===== src/ocdf_defs.svh =====
// register map, field positions, reset values and codes for the output clock control
`ifndef OCDF_DEFS_SVH
`define OCDF_DEFS_SVH

`define OCDF_ADDR_W 12
`define OCDF_ENABLE_OFFS 12'h000
`define OCDF_MUX_OFFS 12'h004
`define OCDF_STATUS_OFFS 12'h008
`define OCDF_OUT_BASE 12'h100
`define OCDF_OUT_SHIFT 5
`define OCDF_CR1_SUB 5'h00
`define OCDF_CR2_SUB 5'h04
`define OCDF_CR3_SUB 5'h08
`define OCDF_DIV_SUB 5'h0C
`define OCDF_DIFF_SUB 5'h10

`define OCDF_CR2_INV_BIT 4
`define OCDF_CR2_DRIVE_LSB 5
`define OCDF_CR3_NEGLS_BIT 1
`define OCDF_DIFF_CM_LSB 4
`define OCDF_STATUS_ACT_LSB 16
`define OCDF_MUX_FIELD_W 2

`define OCDF_MSD_RST 7'h00
`define OCDF_LOWDIV_RST 24'h000000
`define OCDF_DRIVE_RST 2'h3
`define OCDF_SWING_RST 4'h8
`define OCDF_CM_RST 4'h0
`define OCDF_FIXED_SWING 4'h4

`endif


===== src/ocdf_pkg.sv =====
// types shared by the output clock control block
package ocdf_pkg;

  typedef enum logic [3:0] {
    FMT_DISABLED = 4'h0,
    FMT_DIFF_FIXED = 4'h1,
    FMT_DIFF_PROG = 4'h2,
    FMT_HCSL = 4'h3,
    FMT_CMOS_NOFF = 4'h4,
    FMT_CMOS_NSAME = 4'h5,
    FMT_CMOS_NINV = 4'h6,
    FMT_HSTL = 4'h7
  } ocdf_fmt_t;

  typedef struct packed {
    logic [3:0] fmt;
    logic inv;
    logic [1:0] drive;
    logic [6:0] msd;
    logic low_speed_path_select;
    logic negLs;
    logic [23:0] low_speed_divide;
    logic [3:0] swing;
    logic [3:0] cm;
  } ocdf_cfg_t;

  typedef struct packed {
    logic pos;
    logic posOe;
    logic neg;
    logic negOe;
  } ocdf_pin_t;

  typedef struct packed {
    logic lowPower;
    logic [1:0] drive;
    logic [3:0] swing;
    logic [3:0] cm;
  } ocdf_drv_t;

endpackage


===== src/ocdf_half_divider.sv =====
// divider with 50% duty for any ratio, counting both edges of its input clock
`timescale 1ns/1ns
module ocdf_half_divider #(
  parameter int WIDTH = 7
) (
  input wire logic sys_clk,
  input wire logic rst_n,
  input wire logic enable,
  input wire logic tick,
  input wire logic [WIDTH-1:0] ratioM1,
  output logic clkOut,
  output logic edgeOut
);

  typedef struct packed {
    logic [WIDTH-1:0] cnt;
    logic clk;
  } ocdf_divst_t;

  ocdf_divst_t s_q;
  ocdf_divst_t s_d;

  ////////////////////////////////////////////////////////////////////////
  // toggle after ratio input edges: period is ratio input periods
  always_comb begin
    s_d = s_q;
    edgeOut = 1'b0;
    if (!enable) begin
      s_d = '0;
    end else if (tick) begin
      if (s_q.cnt >= ratioM1) begin
        s_d.cnt = '0;
        s_d.clk = ~s_q.clk;
        edgeOut = 1'b1;
      end else begin
        s_d.cnt = s_q.cnt + WIDTH'(1);
      end
    end
  end

  always_ff @(posedge sys_clk) begin
    if (!rst_n) begin
      s_q <= '0;
    end else begin
      s_q <= s_d;
    end
  end

  assign clkOut = s_q.clk;

  ////////////////////////////////////////////////////////////////////////
  property p_toggleOnCount;
    @(posedge sys_clk) disable iff (!rst_n)
      enable && tick && s_q.cnt == ratioM1 |=> clkOut != $past(clkOut);
  endproperty
  a_toggleOnCount: assert property (p_toggleOnCount) else $error("divider missed toggle");

  property p_holdBetween;
    @(posedge sys_clk) disable iff (!rst_n)
      enable && (!tick || s_q.cnt < ratioM1) |=> $stable(clkOut);
  endproperty
  a_holdBetween: assert property (p_holdBetween) else $error("divider toggled early");

  property p_stopWhenOff;
    @(posedge sys_clk) disable iff (!rst_n)
      !enable |=> !clkOut && s_q.cnt == '0;
  endproperty
  a_stopWhenOff: assert property (p_stopWhenOff) else $error("divider runs while off");

  c_oddRatio: cover property (@(posedge sys_clk) disable iff (!rst_n)
    enable && ratioM1[0] == 1'b0 && ratioM1 != '0 && edgeOut);

endmodule


===== src/ocdf_output_ctrl.sv =====
// per-output clock dividers, source mux and format control behind an APB slave
//
// Decided for this implementation: register access over APB and the register addresses.
`timescale 1ns/1ns
`include "ocdf_defs.svh"
module ocdf_output_ctrl #(
  parameter int NumOutputs = 6,
  parameter int NumBanks = 6
) (
  input wire logic sys_clk,
  input wire logic rst_n,
  input wire logic psel,
  input wire logic penable,
  input wire logic pwrite,
  input wire logic [11:0] paddr,
  input wire logic [31:0] pwdata,
  output logic [31:0] prdata,
  output logic pready,
  output logic pslverr,
  input wire logic [3:0] srcClk,
  output ocdf_pkg::ocdf_pin_t [NumOutputs-1:0] pins,
  output ocdf_pkg::ocdf_drv_t [NumOutputs-1:0] drv
);

  typedef struct packed {
    ocdf_pkg::ocdf_cfg_t [NumOutputs-1:0] cfg;
    logic [NumOutputs-1:0] en;
    logic [NumBanks-1:0][1:0] mux;
    logic [NumOutputs-1:0] srcPrev;
    ocdf_pkg::ocdf_pin_t [NumOutputs-1:0] pin;
    ocdf_pkg::ocdf_drv_t [NumOutputs-1:0] drv;
    logic [31:0] rdata;
    logic err;
  } ocdf_state_t;

  ocdf_state_t s_q;
  ocdf_state_t s_d;

  // ten-output parts share banks 2-1-2-2-1-2, six-output parts one per bank
  function automatic int bankOf(input int idx);
    int b;
    b = idx;
    if (NumOutputs == 10) begin
      case (idx)
        0, 1: b = 0;
        2: b = 1;
        3, 4: b = 2;
        5, 6: b = 3;
        7: b = 4;
        default: b = 5;
      endcase
    end
    return b;
  endfunction

  ////////////////////////////////////////////////////////////////////////
  // clock path per output
  logic [NumOutputs-1:0] srcLvl;
  logic [NumOutputs-1:0] tick;
  logic [NumOutputs-1:0] active;
  logic [NumOutputs-1:0] divOn;
  logic [NumOutputs-1:0] dual;
  logic [NumOutputs-1:0] pDrv;
  logic [NumOutputs-1:0] nDrv;

  for (genvar i = 0; i < NumOutputs; i++) begin : gOut
    logic midClk;
    logic midEdge;
    logic lowClk;
    logic midSel;
    logic pClk;
    logic nClk;
    ocdf_pkg::ocdf_cfg_t c;

    assign c = s_q.cfg[i];
    assign srcLvl[i] = srcClk[s_q.mux[bankOf(i)]];
    assign tick[i] = srcLvl[i] != s_q.srcPrev[i];
    assign active[i] = (c.fmt != 4'h0) && s_q.en[i];
    assign divOn[i] = s_q.en[i] && (c.msd != 7'h00);

    ocdf_half_divider #(.WIDTH(7)) uMid (
      .sys_clk(sys_clk),
      .rst_n(rst_n),
      .enable(divOn[i]),
      .tick(tick[i]),
      .ratioM1(c.msd),
      .clkOut(midClk),
      .edgeOut(midEdge)
    );

    ocdf_half_divider #(.WIDTH(24)) uLow (
      .sys_clk(sys_clk),
      .rst_n(rst_n),
      .enable(divOn[i]),
      .tick(midEdge),
      .ratioM1(c.low_speed_divide),
      .clkOut(lowClk),
      .edgeOut()
    );

    assign midSel = (c.msd == 7'h00) ? srcLvl[i] : midClk;
    // dual mode is gated off in logic while the mid field is zero
    assign dual[i] = !c.low_speed_path_select && c.negLs && (c.msd != 7'h00);
    assign pClk = (c.low_speed_path_select && c.msd != 7'h00) ? lowClk : midSel;
    assign nClk = dual[i] ? lowClk : pClk;
    assign pDrv[i] = pClk ^ c.inv;
    assign nDrv[i] = nClk ^ c.inv;
  end

  ////////////////////////////////////////////////////////////////////////
  // APB decode
  logic [11:0] outOffs;
  logic [6:0] outIdx;
  logic [4:0] sub;
  logic outHit;
  logic regHit;
  logic [31:0] rdVal;
  ocdf_pkg::ocdf_cfg_t selCfg;

  always_comb begin
    outOffs = paddr - `OCDF_OUT_BASE;
    outIdx = 7'(outOffs >> `OCDF_OUT_SHIFT);
    sub = outOffs[4:0];
    outHit = (paddr >= `OCDF_OUT_BASE) && (int'(outIdx) < NumOutputs)
      && (sub <= `OCDF_DIFF_SUB) && (paddr[1:0] == 2'h0);
    selCfg = '0;
    if (outHit) begin
      selCfg = s_q.cfg[outIdx];
    end
    regHit = outHit;
    rdVal = 32'h00000000;
    case (paddr)
      `OCDF_ENABLE_OFFS: begin
        regHit = 1'b1;
        rdVal = 32'(s_q.en);
      end
      `OCDF_MUX_OFFS: begin
        regHit = 1'b1;
        rdVal = 32'(s_q.mux);
      end
      `OCDF_STATUS_OFFS: begin
        regHit = 1'b1;
        for (int i = 0; i < NumOutputs; i++) begin
          rdVal[i] = s_q.pin[i].pos;
          rdVal[`OCDF_STATUS_ACT_LSB + i] = active[i];
        end
      end
      default: begin
        if (outHit) begin
          case (sub)
            `OCDF_CR1_SUB: rdVal = 32'(selCfg.msd);
            `OCDF_CR2_SUB: rdVal = 32'({selCfg.drive, selCfg.inv, selCfg.fmt});
            `OCDF_CR3_SUB: rdVal = 32'({selCfg.negLs, selCfg.low_speed_path_select});
            `OCDF_DIV_SUB: rdVal = 32'(selCfg.low_speed_divide);
            `OCDF_DIFF_SUB: rdVal = 32'({selCfg.cm, selCfg.swing});
            default: regHit = 1'b0;
          endcase
        end
      end
    endcase
  end

  ////////////////////////////////////////////////////////////////////////
  // next state
  always_comb begin
    s_d = s_q;
    s_d.srcPrev = srcLvl;
    if (psel && !penable) begin
      s_d.rdata = rdVal;
      s_d.err = !regHit || (pwrite && paddr == `OCDF_STATUS_OFFS);
    end
    if (psel && penable && pwrite && !s_q.err) begin
      if (paddr == `OCDF_ENABLE_OFFS) begin
        s_d.en = pwdata[NumOutputs-1:0];
      end else if (paddr == `OCDF_MUX_OFFS) begin
        s_d.mux = pwdata[2*NumBanks-1:0];
      end else if (outHit) begin
        case (sub)
          `OCDF_CR1_SUB: s_d.cfg[outIdx].msd = pwdata[6:0];
          `OCDF_CR2_SUB: begin
            s_d.cfg[outIdx].fmt = pwdata[3:0];
            s_d.cfg[outIdx].inv = pwdata[`OCDF_CR2_INV_BIT];
            s_d.cfg[outIdx].drive = pwdata[`OCDF_CR2_DRIVE_LSB +: 2];
          end
          `OCDF_CR3_SUB: begin
            s_d.cfg[outIdx].low_speed_path_select = pwdata[0];
            s_d.cfg[outIdx].negLs = pwdata[`OCDF_CR3_NEGLS_BIT];
          end
          `OCDF_DIV_SUB: s_d.cfg[outIdx].low_speed_divide = pwdata[23:0];
          default: begin
            s_d.cfg[outIdx].swing = pwdata[3:0];
            s_d.cfg[outIdx].cm = pwdata[`OCDF_DIFF_CM_LSB +: 4];
          end
        endcase
      end
    end
    for (int i = 0; i < NumOutputs; i++) begin
      s_d.pin[i] = '0;
      s_d.drv[i].lowPower = (s_q.cfg[i].fmt == 4'h0);
      s_d.drv[i].drive = s_q.cfg[i].drive;
      s_d.drv[i].cm = s_q.cfg[i].cm;
      s_d.drv[i].swing = s_q.cfg[i].swing;
      if (s_q.cfg[i].fmt == ocdf_pkg::FMT_DIFF_FIXED) begin
        s_d.drv[i].swing = `OCDF_FIXED_SWING;
      end
      if (active[i]) begin
        s_d.pin[i].pos = pDrv[i];
        s_d.pin[i].posOe = 1'b1;
        s_d.pin[i].neg = ~pDrv[i];
        s_d.pin[i].negOe = 1'b1;
        case (s_q.cfg[i].fmt)
          ocdf_pkg::FMT_DIFF_FIXED, ocdf_pkg::FMT_DIFF_PROG,
          ocdf_pkg::FMT_HCSL, ocdf_pkg::FMT_HSTL: begin
          end
          ocdf_pkg::FMT_CMOS_NOFF: begin
            s_d.pin[i].neg = 1'b0;
            s_d.pin[i].negOe = 1'b0;
          end
          ocdf_pkg::FMT_CMOS_NSAME: begin
            s_d.pin[i].neg = dual[i] ? nDrv[i] : pDrv[i];
          end
          ocdf_pkg::FMT_CMOS_NINV: begin
            s_d.pin[i].neg = dual[i] ? nDrv[i] : ~pDrv[i];
          end
          default: begin
            s_d.pin[i] = '0;
            s_d.drv[i].lowPower = 1'b1;
          end
        endcase
      end
    end
  end

  always_ff @(posedge sys_clk) begin
    if (!rst_n) begin
      s_q <= '0;
      for (int i = 0; i < NumOutputs; i++) begin
        s_q.cfg[i].msd <= `OCDF_MSD_RST;
        s_q.cfg[i].low_speed_divide <= `OCDF_LOWDIV_RST;
        s_q.cfg[i].drive <= `OCDF_DRIVE_RST;
        s_q.cfg[i].swing <= `OCDF_SWING_RST;
        s_q.cfg[i].cm <= `OCDF_CM_RST;
        s_q.drv[i].lowPower <= 1'b1;
        s_q.drv[i].drive <= `OCDF_DRIVE_RST;
        s_q.drv[i].swing <= `OCDF_SWING_RST;
        s_q.drv[i].cm <= `OCDF_CM_RST;
      end
    end else begin
      s_q <= s_d;
    end
  end

  assign prdata = s_q.rdata;
  assign pready = 1'b1;
  assign pslverr = psel && penable && s_q.err;
  assign pins = s_q.pin;
  assign drv = s_q.drv;

  ////////////////////////////////////////////////////////////////////////
  // checks on output 0
  property p_disabledHiZ;
    @(posedge sys_clk) disable iff (!rst_n)
      s_q.cfg[0].fmt == 4'h0 |=> !pins[0].posOe && !pins[0].negOe && drv[0].lowPower;
  endproperty
  a_disabledHiZ: assert property (p_disabledHiZ) else $error("disabled output drives");

  property p_needEnable;
    @(posedge sys_clk) disable iff (!rst_n)
      !s_q.en[0] |=> !pins[0].posOe;
  endproperty
  a_needEnable: assert property (p_needEnable) else $error("output drives without enable");

  property p_bothOn;
    @(posedge sys_clk) disable iff (!rst_n)
      s_q.en[0] && s_q.cfg[0].fmt inside {[4'h1:4'h7]} |=> pins[0].posOe;
  endproperty
  a_bothOn: assert property (p_bothOn) else $error("enabled output not driving");

  property p_fixedSwing;
    @(posedge sys_clk) disable iff (!rst_n)
      s_q.cfg[0].fmt == 4'h1 |=> drv[0].swing == `OCDF_FIXED_SWING
        && drv[0].cm == $past(s_q.cfg[0].cm);
  endproperty
  a_fixedSwing: assert property (p_fixedSwing) else $error("fixed swing not forced");

  property p_progSwing;
    @(posedge sys_clk) disable iff (!rst_n)
      s_q.cfg[0].fmt == 4'h2 |=> drv[0].swing == $past(s_q.cfg[0].swing);
  endproperty
  a_progSwing: assert property (p_progSwing) else $error("programmed swing lost");

  property p_cmosInv;
    @(posedge sys_clk) disable iff (!rst_n)
      active[0] && s_q.cfg[0].fmt == 4'h6 && !dual[0] |=> pins[0].neg != pins[0].pos;
  endproperty
  a_cmosInv: assert property (p_cmosInv) else $error("negative pin not inverted");

  property p_drive;
    @(posedge sys_clk) disable iff (!rst_n)
      1'b1 |=> drv[0].drive == $past(s_q.cfg[0].drive);
  endproperty
  a_drive: assert property (p_drive) else $error("drive strength not applied");

  property p_bypassInvert;
    @(posedge sys_clk) disable iff (!rst_n)
      active[0] && s_q.cfg[0].msd == 7'h00 && s_q.cfg[0].fmt inside {[4'h1:4'h7]}
        |=> pins[0].pos == ($past(srcLvl[0]) ^ $past(s_q.cfg[0].inv));
  endproperty
  a_bypassInvert: assert property (p_bypassInvert) else $error("bypass path wrong");

  c_diffActive: cover property (@(posedge sys_clk) disable iff (!rst_n)
    active[0] && s_q.cfg[0].fmt == 4'h2);
  c_dualMode: cover property (@(posedge sys_clk) disable iff (!rst_n)
    active[0] && dual[0] && s_q.cfg[0].fmt == 4'h5);
  c_apbWrite: cover property (@(posedge sys_clk) disable iff (!rst_n)
    psel && penable && pwrite && !pslverr);

endmodule


===== config.mk =====
export PLATFORM = sky130hd
export DESIGN_NAME = ocdf_output_ctrl
export DESIGN_NICKNAME = d
export VERILOG_FILES = /design/src/ocdf_pkg.sv /design/src/ocdf_half_divider.sv /design/src/ocdf_output_ctrl.sv
export VERILOG_INCLUDE_DIRS = /design/src /design/src/src
export SDC_FILE = /design/constraint.sdc
export NUM_CORES = 2
export LEC_CHECK = 0
export ABC_CLOCK_PERIOD_IN_PS = 7700
export BUFFER_PORTS_ARGS = -buffer_cell sky130_fd_sc_hd__buf_2
export CAP_MARGIN = 20
export CORE_MARGIN = 2
export CORE_UTILIZATION = 51
export CTS_CLUSTER_SIZE = 12
export DETAILED_ROUTE_END_ITERATION = 10
export PLACE_DENSITY_LB_ADDON = 0.15
export SLEW_MARGIN = 15
export SYNTH_ARGS = -nofsm -noshare
export SYNTH_HDL_FRONTEND = slang
export SYNTH_SLANG_ARGS = --single-unit

===== constraint.sdc =====
create_clock -name sys_clk -period 7.7 [get_ports sys_clk]
set_input_delay 1.54 -clock sys_clk [delete_from_list [all_inputs] [get_ports sys_clk]]
set_output_delay 1.54 -clock sys_clk [all_outputs]
set_load 0.005 [all_outputs]

# --- Word level (Yosys, flattened, before mapping) ---
# Cells that the tools add are included.
op_classes:
  n_bitwise: 33
  n_eq_ne: 54
  mux: 147
  n_reduce_logical: 138
  order_cmp: 23
  addsub: 13
op_table:
  columns: ["op", "count"]
  rows:
  - ["$bwmux 288", 9]
  - ["$demux 48 s3", 9]
  - ["$pmux 288 s4", 1]
  - ["$add 24x1->24 const B", 6]
  - ["$bmux 48 s3", 1]
  - ["$ge 24x24->1", 6]
  - ["$mux 24", 6]
  - ["$pmux 24 s5", 1]
  - ["$eq 4x3->1 const B", 24]
  - ["$mux 48", 2]
  - ["$mux 1", 81]
  - ["$mux 32", 2]
  - ["$reduce_and 2->1", 25]
  - ["$eq 4x2->1 const B", 12]
  - ["$mux 44", 1]
  - ["$mux 43", 1]
  - ["$add 7x1->7 const B", 6]
  - ["$ge 7x7->1", 6]
  - ["$logic_not 7->1", 6]
  - ["$mux 7", 6]
  - ["$reduce_bool 7->1", 6]
  - ["$reduce_or 7->1", 6]
  - ["$mux 41", 1]
  - ["$logic_and 1x1->1", 40]
  - ["40 further kinds", 144]
word_totals:
  reg_bits: 633
  input_bits: 53

# --- Depth between registers and ports, before layout ---
logic_depth:
  ltp_word: 9
  mapped_depth: 11
  mapped_depth_nobuf: 9

# --- Modules after synthesis ---
# A second synthesis with hierarchy kept.
hier_totals:
  cells_unflattened: 3963
  hier_area_um2: 34843.4
modules_own_cells:
  columns: ["mod", "area_each_um2", "cells_per_inst", "seq_area_each_um2", "instances"]
  rows:
  - ["ocdf_output_ctrl", 19025.7, 2193, 8548.2, 1]
  - ["ocdf_half_divider (gOut[0].uLow ...)", 2097.0, 232, 500.5, 6]
  - ["ocdf_half_divider (gOut[0].uMid ...)", 539.3, 63, 160.2, 6]

# --- Worst setup path after synthesis ---
# No wires, ideal clock.
synth_path:
  path_kind: "input-to-reg"
  start: "input srcClk[3]"
  end: "register gOut[0].uLow.s_q[17] (netlist name)"
  required_time_ns: 7.629
  stages: 7
  slack_ns: 3.985
  t_arrival_ns: 3.644
  cell_sequence: "mux4_2 xor2_4 nand4_2 or4_1 clkbuf_1 or3_1 a21oi_1"
synth_between:
  elab_chain_len: 5
synth_lines:
  columns: ["item", "line_no", "rtl"]
  rows:
  - ["start: declaration", "ocdf_output_ctrl.sv:20", "input wire logic [3:0] srcClk,"]
  - ["$bmux 1 s2", "ocdf_output_ctrl.sv:76", "assign srcLvl[i] = srcClk[s_q.mux[bankOf(i)]];"]
  - ["$mux 1 (not written as such)", "ocdf_output_ctrl.sv:76", null]
  - ["$ne 1x1->1", "ocdf_output_ctrl.sv:77", "assign tick[i] = srcLvl[i] != s_q.srcPrev[i];"]
  - ["$mux 1", "ocdf_half_divider.sv:30", "end else if (tick) begin"]
  - ["$mux 1", "ocdf_half_divider.sv:28", "if (!enable) begin"]
  - ["end signal: assignment", "ocdf_half_divider.sv:43", "s_q <= '0;"]
  - ["end signal: assignment", "ocdf_half_divider.sv:45", "s_q <= s_d;"]
  - ["end: declaration", "ocdf_half_divider.sv:20", "ocdf_divst_t s_q;"]
# No other way between the ends. The select of a mux whose other input is x is not followed.
# A chain may end at the register's enable or synchronous reset.

# --- Worst setup path in the final report ---
layout_path:
  start: "input paddr[5]"
  end: "register s_q (netlist bit prdata[0])"
layout_between:
  elab_chain_len: 7
  elab_cells_between_ends: 14
layout_lines:
  columns: ["item", "line_no", "rtl"]
  rows:
  - ["start: declaration", "ocdf_output_ctrl.sv:15", "input wire logic [11:0] paddr,"]
  - ["$sub 12x9->12 (no source line)", null, null]
  - ["$lt 7x3->1", "ocdf_output_ctrl.sv:124", "outHit = (paddr >= `OCDF_OUT_BASE) && (int'(outIdx) < NumOutputs)"]
  - ["$logic_and 1x1->1 (3 in a row)", "ocdf_output_ctrl.sv:124", null]
  - ["$mux 32", "ocdf_output_ctrl.sv:149", "if (outHit) begin"]
  - ["$pmux 6 s3 *", "ocdf_output_ctrl.sv:132", "case (paddr)"]
  - ["end: declaration", "ocdf_output_ctrl.sv:36", "ocdf_state_t s_q;"]
# Mark *: on every way between the ends. The rest lies on a longest branch, timed or not. The select of a mux whose other input is x is not followed.

==> impl_metrics.py <==
metrics = {
    "sta": {
        "hold_viol_final": 0,
        "finalSetupViolations": 0,
        "worst_pin_slew_ps": 1120,
        "relSlewSlack_pct": 24.6,
        "fmax_ghz": 0.235,
        "rsz0062_at_grt": "false",
        "finalMaxSlewViolations": 0,
        "fin_crit_sh_pct": 55.3,
        "fin_tns_setup_ps": 0,
        "clock_skew_ps": 24.1,
        "hold-worst-slack_ps": 447,
        "finalCriticalPeriod_ps": 4260,
    },
    "clock_network": {
        "cts_hold_buffers": 0,
        "clkSinkCount": 625,
        "clockBufferDepth": 3,
        "cts_root_buf": "clkbuf_16",
        "post_cts_buffers": 0,
        "numCtsBuffers": 71,
        "tritoncts": "built",
        "htreeDepth": 3,
        "path_clk_slew_ps": 60,
        "cts_resized": 0,
        "clkLatencyLatePin_ps": 620,
    },
    "critical_path": {
        "startpoint": "paddr[5]",
        "crit_fanout": 39,
        "crit_path_end_kind": "flip-flop",
        "cp_data_arrival_time_ps": 4750,
        "crit_path_cell_trace": "buf_4 > buf_4 > nor3_1 > nand4_1 > nor3b_2 > buf_4 > a221oi_1 > nand2_1 > a2111oi_0 > nor2_1",
        "required_ps": 8190,
        "crit_path_top_delay_cell": "a221oi_1",
        "critPathMostFrequentCell": "buf_4",
        "reg2reg_slack_ps": 4240,
        "r2r_cells": 8,
        "cp-endpoint": "prdata[0]",
        "critical_path_class": "in2reg",
        "max_stage_delay_ps": 680,
        "worstSetupStartpointType": "input port",
        "r2r_end": "gOut[0].uLow.s_q[21]",
    },
    "placed_design": {
        "port_buffers": 159,
        "dpl.hpwl_mm": 76.7,
        "dp.cells": 4806,
        "gp_congestion": 0.979,
    },
    "final_layout": {
        "drive_above_1_share_pct": 9.46,
        "num-nets-final": 4285,
        "final_cells": 4933,
        "syn_to_final_growth_pct": 9.04,
        "n_fill_cell": 5959,
        "utilization_pct": 56.5,
    },
    "synth": {
        "synth_top_flop_cell": "dfxtp_1",
        "synth_cell_types": 78,
        "syn_avg_cell_area_um2": 8.06,
        "synth_cells": 4067,
        "yosysMostFrequentCell": "nand2_1",
        "async_flop_share_pct": 0,
        "synth_common_cells": "nand2_1 (646), dfxtp_1 (625), a21oi_1 (358)",
        "syn_area_um2": 32800,
        "yosys.area.top_type_share_pct": 38.2,
        "synth_top_area_cell": "dfxtp_1",
        "synth_edf_count": 0,
        "ys_seq_area_share_pct": 38.2,
        "ys_seq_elements": 625,
        "ys.warnings.count": 0,
        "synthTopCellsByArea": "dfxtp_1 (38%), ha_1 (7.6%), nand2_1 (7.4%)",
    },
    "drt": {
        "vias": 29214,
        "dr.pass1.iters": 6,
        "wl_per_cell_um": 21.5,
        "drt-total-wl_mm": 106,
        "via_per_inst": 5.92,
        "final_antenna_net_count": 0,
        "drc": 0,
        "drtIter0Drc": 3420,
    },
    "min_path": {
        "min_path_type": "reg2reg",
    },
    "flow_run": {
        "drv_cap": 0,
    },
    "power": {
        "leakagePower_nw": 12.7,
        "pwr_density_cell_nw_per_um2": 193,
        "ir_worst_vdd_mv": 0.163,
    },
    "floorplanning": {
        "dieArea_um2": 66300,
        "rows": 92,
        "die_w_um": 258,
        "io_pins": 177,
        "initial_core_util_pct": 51.8,
        "core_um2": 63300,
        "die_y_um": 258,
    },
    "grt": {
        "grt_pass1_wl_mm": 162,
        "antenna_found_initial": 5,
        "grtUsageTotal_pct": 31.3,
        "grt_max_degree": 89,
        "grt_remaining_overflow": 0,
        "grt_pass1_vias": 26722,
    },
    "status": {
        "outcome": "complete, no violations",
    },
}
==> how the worst min path moves through the flow <==
stage / slack [ps] / startpoint / depth (start not counted) / end
floorplan: 420 / flip-flop / 1 / drv[52]
global placement: 440 / prdata[22] / 2 / prdata[22]
CTS: 450 / prdata[15] / 2 / prdata[15]
detailed placement: 440 / prdata[15] / 2 / prdata[15]
finish: 450 / prdata[15] / 2 / prdata[15]
global route: 470 / flip-flop / 2 / flip-flop
==> power by group <==
group | switching [mW] | leakage, nW | internal (mW) | total (mW)
sequential | 0.00655 | 5.04 | 3.24 | 3.25
combinational | 0.210 | 6.56 | 0.0636 | 0.273
clock | 1.38 | 1.11 | 2.00 | 3.38
total | 1.60 | 12.7 | 5.30 | 6.90
==> metrics by stage <==
| stage | instance area (um^2) | setup WS [ps] | power [mW] |
|---|---|---|---|
| 6_report | 35700 | 3440 | 6.90 |
| 5_1_grt | 35700 | 3240 | 7.08 |
| 4_1_cts | 35700 | 3610 | 6.93 |
| 3_5_place_dp | 33400 | 2970 | 3.58 |
| 3_3_place_gp | 33400 | 2970 | 3.58 |
| 2_1_floorplan | 32800 | 3990 | 3.47 |
==> cell families (layout without fill, tap and decap cells) <==
group / count (synthesis) / count (layout) / synth area share [%]
and+or+nand+nor: 1576 / 1576 / 22.1
AOI/OAI and AO/OA: 806 / 806 / 14.5
DFF: 625 / 625 / 38.2
buffers and inverters: 555 / 563 / 7.84
adders and majority gates: 202 / 202 / 7.68
xor gates and xnor gates: 156 / 156 / 4.33
muxes: 145 / 145 / 5.33
other: 2 / 14 / 0.0229
==> per-layer routing <==
metal	vias up	track usage (%)	wire [um]
met2	1271	47.3	45300
met3	217	6.28	10500
met4	0	9.52	3300
met5	-	0	0
met1	13819	45.0	47000
li1	13907	-	-
==> placed cells by master (no fill, tap or decap), types with 42 or more instances in the layout <==
cell type,netlist,layout
nor4_1,42,42
buf_4,124,56
nand3_1,163,163
clkbuf_16,0,72
o21ai_0,193,192
xor2_1,70,70
a21oi_1,358,358
ha_1,198,198
buf_2,9,157
nor2_1,325,324
inv_1,223,222
nor3_1,80,79
xnor2_1,82,82
mux2i_1,116,116
nand4_1,72,72
nand2_1,646,646
dfxtp_1,625,625
==> cell type report <==
cell class,count,area (um^2),share of cell area [%]
clock inverters,15,203,0.567
repair buffers,216,1260,3.54
clock buffers,106,2080,5.82
flip-flops and latches,625,12500,35.0
well taps,846,1060,2.96
inverters,226,856,2.39
multi-input cells,2894,17800,49.7
diodes,5,12.5,0.0350
==> worst max-delay path, delay by kind of cell <==
kind / cells / cell delay, ps
simple gates: 5 / 780
buf+inv: 3 / 1300
compound gates: 2 / 1050
No activity file was read; power rests on OpenSTA's default activity.
